**src/logic/bwcr_pkg.sv**
```systemverilog
// Constants for the bridge window configuration bank: offsets, field layouts, reset values.
// Assumes byte-addressed configuration offsets whose bits [1:0] are ignored by the bank.
package bwcr_pkg;
  localparam logic [11:0] OFS_PREF_LIMIT_HI = 12'h02C;
  localparam logic [11:0] OFS_IO_HI = 12'h030;
  localparam logic [11:0] OFS_CAP_PTR = 12'h034;
  localparam logic [11:0] OFS_IRQ = 12'h03C;
  localparam int IO_BASE_LSB = 0;
  localparam int IO_LIMIT_LSB = 16;
  localparam int IRQ_LINE_LSB = 0;
  localparam int IRQ_PIN_LSB = 8;
  localparam logic [31:0] RST_PREF_LIMIT_HI = 32'h0000_0000;
  localparam logic [15:0] RST_IO_HALF = 16'h0000;
  localparam logic [7:0] RST_IRQ_LINE = 8'h00;
  localparam logic [7:0] RST_IRQ_PIN = 8'h00;
  localparam logic [7:0] CAP_PTR_VALUE = 8'h40;
  localparam logic [19:0] PREF_LIMIT_ONES = 20'hFFFFF;
  localparam logic [11:0] IO_LIMIT_ONES = 12'hFFF;
  localparam logic [11:0] IO_BASE_ZEROS = 12'h000;
endpackage

```
**src/logic/bwcr_window_match.sv**
```systemverilog
// Inclusive address window comparator with a registered hit flag.
// Assumes base, limit and address come from logic on the same clock.
`timescale 1ns/1ps
module bwcr_window_match #(
  parameter int W = 32
) (
  input wire logic clk_sys_i, // Core clock
  input wire logic rstn_i, // Async reset, active low
  input wire logic ce_i, // Clock enable
  input wire logic valid_i, // Address is presented
  input wire logic [W-1:0] addr_i, // Transaction address
  input wire logic [W-1:0] base_i, // Lower bound, inclusive
  input wire logic [W-1:0] limit_i, // Upper bound, inclusive
  output logic hit_o // Forward across the bridge
);
  typedef struct packed {
    logic hit;
  } bwcr_match_s;

  bwcr_match_s state;
  bwcr_match_s next_state;

  // A zero-width comparator has nothing to compare, refused at elaboration
  if (W < 1)
  begin
    $error("bwcr_window_match: W must be at least 1");
  end

  // Base above limit yields an empty window, no hit
  always_comb
  begin
    next_state = state;
    next_state.hit = valid_i && (addr_i >= base_i) && (addr_i <= limit_i);
  end

  // Registered hit keeps the routing decision glitch free
  always_ff @(posedge clk_sys_i or negedge rstn_i)
  begin
    if (!rstn_i)
      state <= '0;
    else if (ce_i)
      state <= next_state;
  end

  assign hit_o = state.hit;
endmodule

```
**src/logic/bwcr_regs.sv**
```systemverilog
// Bridge window configuration bank: upper address halves, capability pointer, interrupt fields.
// Assumes configuration requests, the lower window fields and sideband loads all arrive on clk_sys_i.
`timescale 1ns/1ps
module bwcr_regs #(
  parameter int CFG_AW = 12
) (
  input wire logic clk_sys_i, // Core clock, 100 MHz
  input wire logic rstn_i, // Async reset, active low
  input wire logic ce_i, // Clock enable, freezes all state
  input wire logic cfg_wr_i, // Configuration write strobe
  input wire logic cfg_rd_i, // Configuration read strobe
  input wire logic [CFG_AW-1:0] cfg_addr_i, // Byte offset of the word
  input wire logic [3:0] cfg_be_i, // Write byte enables
  input wire logic [31:0] cfg_wdata_i, // Write data
  output logic [31:0] cfg_rdata_o, // Read data, registered
  output logic cfg_ack_o, // Read data valid, one cycle
  input wire logic irq_pin_load_i, // Sideband or EEPROM override strobe
  input wire logic [7:0] irq_pin_value_i, // Override value for the pin field
  input wire logic [11:0] pref_limit_low_i, // Prefetchable limit bits 31:20
  input wire logic [63:0] pref_base_i, // Assembled prefetchable base
  input wire logic [3:0] io_base_low_i, // I/O base bits 15:12
  input wire logic [3:0] io_limit_low_i, // I/O limit bits 15:12
  input wire logic mem_valid_i, // Memory address presented
  input wire logic [63:0] mem_addr_i, // Memory transaction address
  input wire logic io_valid_i, // I/O address presented
  input wire logic [31:0] io_addr_i, // I/O transaction address
  output logic [63:0] pref_limit_o, // Assembled prefetchable upper bound
  output logic [31:0] io_base_o, // Assembled I/O lower bound
  output logic [31:0] io_limit_o, // Assembled I/O upper bound
  output logic [7:0] irq_line_o, // Interrupt line value
  output logic [7:0] irq_pin_o, // Interrupt pin value
  output logic mem_hit_o, // Memory address inside window
  output logic io_hit_o // I/O address inside window
);
  typedef struct packed {
    logic [31:0] pml_hi;
    logic [15:0] io_base_hi;
    logic [15:0] io_limit_hi;
    logic [7:0] irq_line;
    logic [7:0] irq_pin;
    logic [31:0] rdata;
    logic ack;
    logic [63:0] pref_limit;
    logic [31:0] io_base;
    logic [31:0] io_limit;
  } bwcr_state_s;

  localparam bwcr_state_s RST_STATE = '{
    pml_hi: bwcr_pkg::RST_PREF_LIMIT_HI,
    io_base_hi: bwcr_pkg::RST_IO_HALF,
    io_limit_hi: bwcr_pkg::RST_IO_HALF,
    irq_line: bwcr_pkg::RST_IRQ_LINE,
    irq_pin: bwcr_pkg::RST_IRQ_PIN,
    rdata: 32'h0000_0000,
    ack: 1'b0,
    pref_limit: 64'h0000_0000_0000_0000,
    io_base: 32'h0000_0000,
    io_limit: 32'h0000_0000
  };

  bwcr_state_s state;
  bwcr_state_s next_state;
  logic [11:0] word_ofs;

  // Too few bits cannot reach 0x3C, more than 12 would not fit the offset compare
  if (CFG_AW < 6 || CFG_AW > 12)
  begin
    $error("bwcr_regs: CFG_AW must lie in 6..12");
  end

  // Byte-lane merge shared by every writable word
  function automatic logic [31:0] be_merge(input logic [31:0] old, input logic [31:0] wd, input logic [3:0] be);
    logic [31:0] res;
    res = old;
    for (int i = 0; i < 4; i++)
    begin
      if (be[i])
        res[i*8 +: 8] = wd[i*8 +: 8];
    end
    return res;
  endfunction

  // Low two address bits ignored, accesses are whole aligned words
  assign word_ofs = 12'({cfg_addr_i[CFG_AW-1:2], 2'b00});

  // Write decode, read mux and window assembly
  always_comb
  begin
    logic [31:0] merged;
    merged = 32'h0000_0000;
    next_state = state;
    next_state.ack = cfg_rd_i;
    if (cfg_wr_i)
    begin
      unique case (word_ofs)
        bwcr_pkg::OFS_PREF_LIMIT_HI:
        begin
          next_state.pml_hi = be_merge(state.pml_hi, cfg_wdata_i, cfg_be_i);
        end
        bwcr_pkg::OFS_IO_HI:
        begin
          merged = be_merge({state.io_limit_hi, state.io_base_hi}, cfg_wdata_i, cfg_be_i);
          next_state.io_base_hi = merged[bwcr_pkg::IO_BASE_LSB +: 16];
          next_state.io_limit_hi = merged[bwcr_pkg::IO_LIMIT_LSB +: 16];
        end
        bwcr_pkg::OFS_IRQ:
        begin
          // Only the line byte is writable; pin byte ignores configuration writes
          merged = be_merge({24'h000000, state.irq_line}, cfg_wdata_i, cfg_be_i);
          next_state.irq_line = merged[bwcr_pkg::IRQ_LINE_LSB +: 8];
        end
        default:
        begin
          next_state.pml_hi = state.pml_hi;
        end
      endcase
    end
    // Sideband load changes the advertised pin, writes from the host cannot
    if (irq_pin_load_i)
      next_state.irq_pin = irq_pin_value_i;
    if (cfg_rd_i)
    begin
      unique case (word_ofs)
        bwcr_pkg::OFS_PREF_LIMIT_HI: next_state.rdata = state.pml_hi;
        bwcr_pkg::OFS_IO_HI: next_state.rdata = {state.io_limit_hi, state.io_base_hi};
        bwcr_pkg::OFS_CAP_PTR: next_state.rdata = {24'h000000, bwcr_pkg::CAP_PTR_VALUE};
        bwcr_pkg::OFS_IRQ: next_state.rdata = {16'h0000, state.irq_pin, state.irq_line};
        default: next_state.rdata = 32'h0000_0000;
      endcase
    end
    // Bounds use the current fields; a write shows up one cycle later
    next_state.pref_limit = {state.pml_hi, pref_limit_low_i, bwcr_pkg::PREF_LIMIT_ONES};
    next_state.io_base = {state.io_base_hi, io_base_low_i, bwcr_pkg::IO_BASE_ZEROS};
    next_state.io_limit = {state.io_limit_hi, io_limit_low_i, bwcr_pkg::IO_LIMIT_ONES};
  end

  // Single state register, frozen while the clock enable is low
  always_ff @(posedge clk_sys_i or negedge rstn_i)
  begin
    if (!rstn_i)
      state <= RST_STATE;
    else if (ce_i)
      state <= next_state;
  end

  assign cfg_rdata_o = state.rdata;
  assign cfg_ack_o = state.ack;
  assign pref_limit_o = state.pref_limit;
  assign io_base_o = state.io_base;
  assign io_limit_o = state.io_limit;
  assign irq_line_o = state.irq_line;
  assign irq_pin_o = state.irq_pin;

  // Routing compare for the prefetchable memory window
  bwcr_window_match #(
    .W(64)
  ) u_mem_match (
    .clk_sys_i(clk_sys_i),
    .rstn_i(rstn_i),
    .ce_i(ce_i),
    .valid_i(mem_valid_i),
    .addr_i(mem_addr_i),
    .base_i(pref_base_i),
    .limit_i(state.pref_limit),
    .hit_o(mem_hit_o)
  );

  // Routing compare for the I/O window
  bwcr_window_match #(
    .W(32)
  ) u_io_match (
    .clk_sys_i(clk_sys_i),
    .rstn_i(rstn_i),
    .ce_i(ce_i),
    .valid_i(io_valid_i),
    .addr_i(io_addr_i),
    .base_i(state.io_base),
    .limit_i(state.io_limit),
    .hit_o(io_hit_o)
  );
endmodule

```
**config.mk**
```make
export PLATFORM = sky130hd
export DESIGN_NAME = bwcr_regs
export DESIGN_NICKNAME = d
export VERILOG_FILES = /design/src/logic/bwcr_pkg.sv /design/src/logic/bwcr_window_match.sv /design/src/logic/bwcr_regs.sv
export SDC_FILE = /design/constraint.sdc
export NUM_CORES = 1
export LEC_CHECK = 0
export BUFFER_PORTS_ARGS = -buffer_cell sky130_fd_sc_hd__buf_2
export CAP_MARGIN = 20
export CELL_PAD_IN_SITES_DETAIL_PLACEMENT = 1
export CELL_PAD_IN_SITES_GLOBAL_PLACEMENT = 1
export CORE_MARGIN = 5
export CORE_UTILIZATION = 41
export DETAILED_ROUTE_END_ITERATION = 8
export HOLD_SLACK_MARGIN = 0.1
export PLACE_DENSITY_LB_ADDON = 0.1
export SYNTH_ARGS = -nofsm -noshare
export SYNTH_HDL_FRONTEND = slang
export SYNTH_SLANG_ARGS = --single-unit
```
**constraint.sdc**
```tcl
create_clock -name clk_sys_i -period 6.1 [get_ports clk_sys_i]
set_input_delay 0.61 -clock clk_sys_i [delete_from_list [all_inputs] [get_ports clk_sys_i]]
set_output_delay 0.61 -clock clk_sys_i [all_outputs]
set_load 0.05 [all_outputs]
```
Word-level counts from Yosys, hierarchy flattened

Index checks and enable logic that the tools add are counted.

Register bits: 231
Word-level logic and storage cells: 41
Bits of input ports: 244

Magnitude comparators: 4
Reductions and logical operators: 15
Eq/ne operators: 4
Mux-type cells: 1

Operators with widths:

| cell                                                                   | number |
|---|---|
| 32-bit one-hot mux with 4 select lines                                 | 1 |
| 64-bit greater-or-equal comparator                                     | 1 |
| 64-bit <= comparator                                                   | 1 |
| 10-bit by 4-bit equality test with 1-bit output, second input constant | 4 |
| 4-bit AND reduction                                                    | 9 |
| 32-bit greater-or-equal comparator                                     | 1 |
| 32-bit <= comparator                                                   | 1 |
| 1-bit logical AND                                                      | 4 |
| 2-bit AND reduction                                                    | 2 |

Logic depth before layout (Yosys ltp)

Word-level depth: 3
Depth in mapped cells: 9
Mapped depth without buffers: 9

Hierarchy

Synthesis repeated with hierarchy kept, for this count alone.

Cells, all modules: 1,247
Area, all modules: 13,103.8 um2

Modules (own cells, without submodules):

| module                          | cells an instance | sequential area each (um2) | instances | area each (um2) |
|---|---|---|---|---|
| bwcr_regs                       | 559               | 4,954.8                    | 1         | 8,159.1 |
| bwcr_window_match (u_mem_match) | 459               | 25.0                       | 1         | 3,284.4 |
| bwcr_window_match (u_io_match)  | 229               | 25.0                       | 1         | 1,660.3 |

Worst setup path after synthesis

No wires, ideal clock.

Path type: reg-to-reg
From: register state, in the netlist pref_limit_o[19]
To: register u_mem_match.state (netlist: u_mem_match.hit_o)
Required time: 6,035 ps
Stages on the path, launching flop included: 8
Data arrival time: 3,304 ps
Buffers on the path: 0
Path slack: 2,731 ps
Setup time: 65 ps
Path through: dfrtp_1 inv_1 ha_1 nand3_1 or3_1 o31ai_1 o21bai_1 o211a_1

Cells in the longest elaborated chain, start to end: 2

RTL lines:

| element                | line                    | text |
|---|---|---|
| from (decl)            | bwcr_regs.sv:61         | `bwcr_state_s state;` |
| from (signal assigned) | bwcr_regs.sv:143        | `state <= next_state;` |
| 64-bit <= comparator   | bwcr_window_match.sv:33 | `next_state.hit = valid_i && (addr_i >= base_i) && (addr_i <= limit_i);` |
| 1-bit logical AND      | bwcr_window_match.sv:33 |  |
| to (signal assigned)   | bwcr_window_match.sv:42 | `state <= next_state;` |
| to (decl)              | bwcr_window_match.sv:20 | `bwcr_match_s state;` |

Every way passes these cells.
A chain may end at the register's enable or synchronous reset.

Worst setup path in the final report

From: input cfg_addr_i[8]
To: register state, in the netlist irq_line_o[4]

Cells in the longest elaborated chain, start to end: 2

RTL lines:

| element                                         | line            | text |
|---|---|---|
| from (decl)                                     | bwcr_regs.sv:12 | `input wire logic [CFG_AW-1:0] cfg_addr_i,` |
| 10-bit by 4-bit equality test with 1-bit output | --              |  |
| 4-bit AND reduction (no line)                   | --              |  |

Every way passes these cells.

==> results.md <==
* Synth Instances at 1,272
* Yosys top cell area share at 0.404
* Synth cell count leaders: 200 x dfrtp_1, 180 x ha_1, 159 x nand2_1, 154 x inv_1, 107 x o21ai_0
* Core Rows at 63
* Clock transition at the registers of the reported paths at 0.08 ns
* Synth Area in Simple Gates at 0.108
* Setup TNS at 0 ns
* Fillers at 3,493
* Worst EP arrival at 3.38 ns
* Hold Slack at 0.119 ns
* CTS Hold Buffers Added at 0
* Final period util at 0.500
* Initial antenna violation count at 9
* Async S/R FF share, synth at 1.00
* Crit path from: cfg_addr_i[8]
* Worst setup path class: primary input to flip-flop
* Chip Width at 184 um
* Post-layout instance area at 15,200 um2
* Setup slack, reg-to-reg at 3.27 ns
* Synth Cell Area at 12,400 um2
* FF-to-FF Start: pref_limit_o[19]$_DFFE_PN0P_
* Max Freq at 0.328 GHz
* # setup viols final at 0
* Critical path peak fanout at 16
* Synth top area cells: dfrtp_1 40%, ha_1 18%, mux2_1 6.2%
* Synth Register Bits at 200
* CP Capture Type: flip-flop
* Largest net degree at the start of global routing at 109
* Root Driver: clkbuf_16
* Share of layout cells above drive strength 1 at 0.285
* H-tree lvl count at 4
* Crit path to: irq_line_o[4]$_DFFE_PN0P_
* Run status: completed
* Postcts setup bufs at 0
* Inst Count DP at 2,005
* Critical Path Source Type: primary input
* Final hold vios at 0
* Initial Util at 0.417
* Number of enable flip-flop cells after synthesis at 0
* Synth Area in XOR/XNOR at 0
* DIE AREA at 33,800 um2
* Mux contribution to synthesized area at 0.0744
* Largest family of logic cells by synthesized area: adder cells
* Maxcap violations at 0
* Total Routing Usage GR at 0.235
* Synth Area per Inst at 9.75 um2
* Via count at 10,700
* CTS resizes at 0
* Global-route wire length before repair at 62,400 um
* Clock Tree Buf Depth at 2
* Minimum clock period at 3.05 ns
* Peak supply drop at 0.174 mV
* Leading area contributor after synthesis: dfrtp_1
* Layout Cells excl Fill at 2,044
* Cell with the most instances after synthesis: dfrtp_1
* Final clock skew at 0.00939 ns
* Dpl cell area at 14,500 um2
* Vias per cell at 5.23
* CTS tree: done
* Worst rel slew slack at 0.348
* DP HPWL at 32,900 um
* Iter 0 DRT Violations at 455
* Layout area overhead at 22.7%
* Ys flop type: dfrtp_1
* CORE AREA at 29,700 um2
* Layout net count at 2,060
* Clk_lat worst skew at 0.44 ns
* # port buffers at 408
* Worst-margin pin slew at 0.977 ns
* Vias in the first global route at 11,300
* Count of pins over their slew limit at 0
* I/O pin cnt at 423
* Library cells used by synthesis at 55
* Clock sink count at 200
* RR Endpoint: u_mem_match.hit_o$_DFFE_PN0P_
* PwrDens at 202 nW/um2
* Worst Hold Class: primary input to async pin
* Adder-cell share of the synthesized area at 0.182
* Seq/Total Area, Yosys at 0.404
* CTS buffer count at 17
* Routed wire per std cell at 19.8 um
* Gr ovfl total at 0
* R2R cell count at 9
* Post-synthesis compound-gate area fraction at 0.145
* GPL Wtd Cong at 0.870
* Warning count from the yosys run at 0
* Drt first pass iters at 5
* DRT Wirelength at 40,400 um
* Post-route DRC at 0
* Routed Antenna Nets at 0
* P_leak at 0.00802 uW
* Data required time of the worst path at 6.43 ns
* Die height at 184 um
* RSZ-0062 raised after global routing: false
## critical path, cell delays in order
cell	delay, ns
buf_2	0.09
or4b_1	0.53
nor4_2	0.27
nand2_1	0.20
nor2_2	0.71
and4_1	0.59
mux2_1	0.37
## cell type report
| type | count | area, um2 | area share |
|---|---|---|---|
| multi-input combinational | 846 | 6360 | 0.418 |
| sequential | 200 | 5000 | 0.329 |
| timing repair buffer | 417 | 2170 | 0.142 |
| inverter | 154 | 578 | 0.0380 |
| tap | 390 | 488 | 0.0321 |
| clock buffer | 18 | 429 | 0.0282 |
| clock inverter | 14 | 176 | 0.0116 |
| antenna | 5 | 12.5 | 0.000822 |
## layer usage
metal / track usage / share of wire
met2: 0.390 / 0.48
met4: 0.0482 / 0.011
met1: 0.314 / 0.45
met5: 0 / 0.0013
met3: 0.0588 / 0.062
## state kept, by name, summed over array words and instances, names as in the netlist
| signal | flops |
|---|---|
| cfg_ack_o | 1 |
| cfg_rdata_o | 32 |
| io_base_o | 20 |
| io_limit_o | 20 |
| irq_line_o | 8 |
| irq_pin_o | 8 |
| next_state | 64 |
| pref_limit_o | 45 |
| u_io_match.hit_o | 1 |
| u_mem_match.hit_o | 1 |
## report_power, final
part	leakage, uW	switching (uW)	total, uW	internal, uW
clock	0.000294	553	1180	626
sequential	0.00273	17.9	1370	1350
combinational	0.00500	336	521	184
total	0.00802	907	3070	2160
## worst min path at each step
stage | slack (ns) | to | from
3_5_place_dp | 0.47 | cfg_rdata_o[6]$_DFFE_PN0P_ | cfg_rdata_o[6]$_DFFE_PN0P_
5_1_grt | 0.15 | pref_limit_o[39]$_DFFE_PN0P_ | rstn_i
3_3_place_gp | 0.46 | cfg_rdata_o[19]$_DFFE_PN0P_ | cfg_rdata_o[19]$_DFFE_PN0P_
2_1_floorplan | 0.31 | cfg_ack_o$_DFFE_PN0P_ | rstn_i
4_1_cts | 0.13 | pref_limit_o[44]$_DFFE_PN0P_ | rstn_i
6_report | 0.12 | pref_limit_o[39]$_DFFE_PN0P_ | rstn_i
## layout by cell type (no fill, tap or decap), types with 5 or more instances in the layout
cell type	instances
buf_2	406
dfrtp_1	200
ha_1	180
nand2_1	158
inv_1	154
o21ai_0	107
mux2_1	68
a21oi_1	67
o21ai_1	33
nand4_1	32
nand3_1	21
nor2_1	17
clkbuf_16	17
a22oi_1	16
a222oi_1	15
mux2_2	13
a21o_1	12
conb_1	12
and4_1	8
a211oi_1	8
o211ai_1	8
nor4_1	7
buf_4	7
nor2b_1	6
inv_6	6
diode_2	5
a221oi_1	5
nor3_1	5
## cell families after synthesis
group / after synthesis
flops: 200
mux: 82
buf+inv: 237
fa+ha+maj: 180
compound gates: 299
other cells: 1
simple gates: 273
## stage by stage
| step | util | total power (uW) | setup WS [ns] |
|---|---|---|---|
| floorplan | - | 1700 | 2.73 |
| global placement | 0.489 | 1900 | 2.48 |
| detailed placement | 0.489 | 1920 | 2.33 |
| CTS | 0.510 | 3110 | 2.80 |
| global route | 0.512 | 3220 | 2.93 |
| finish | 0.512 | 3070 | 3.05 |
No activity file was read; power rests on OpenSTA's default activity.
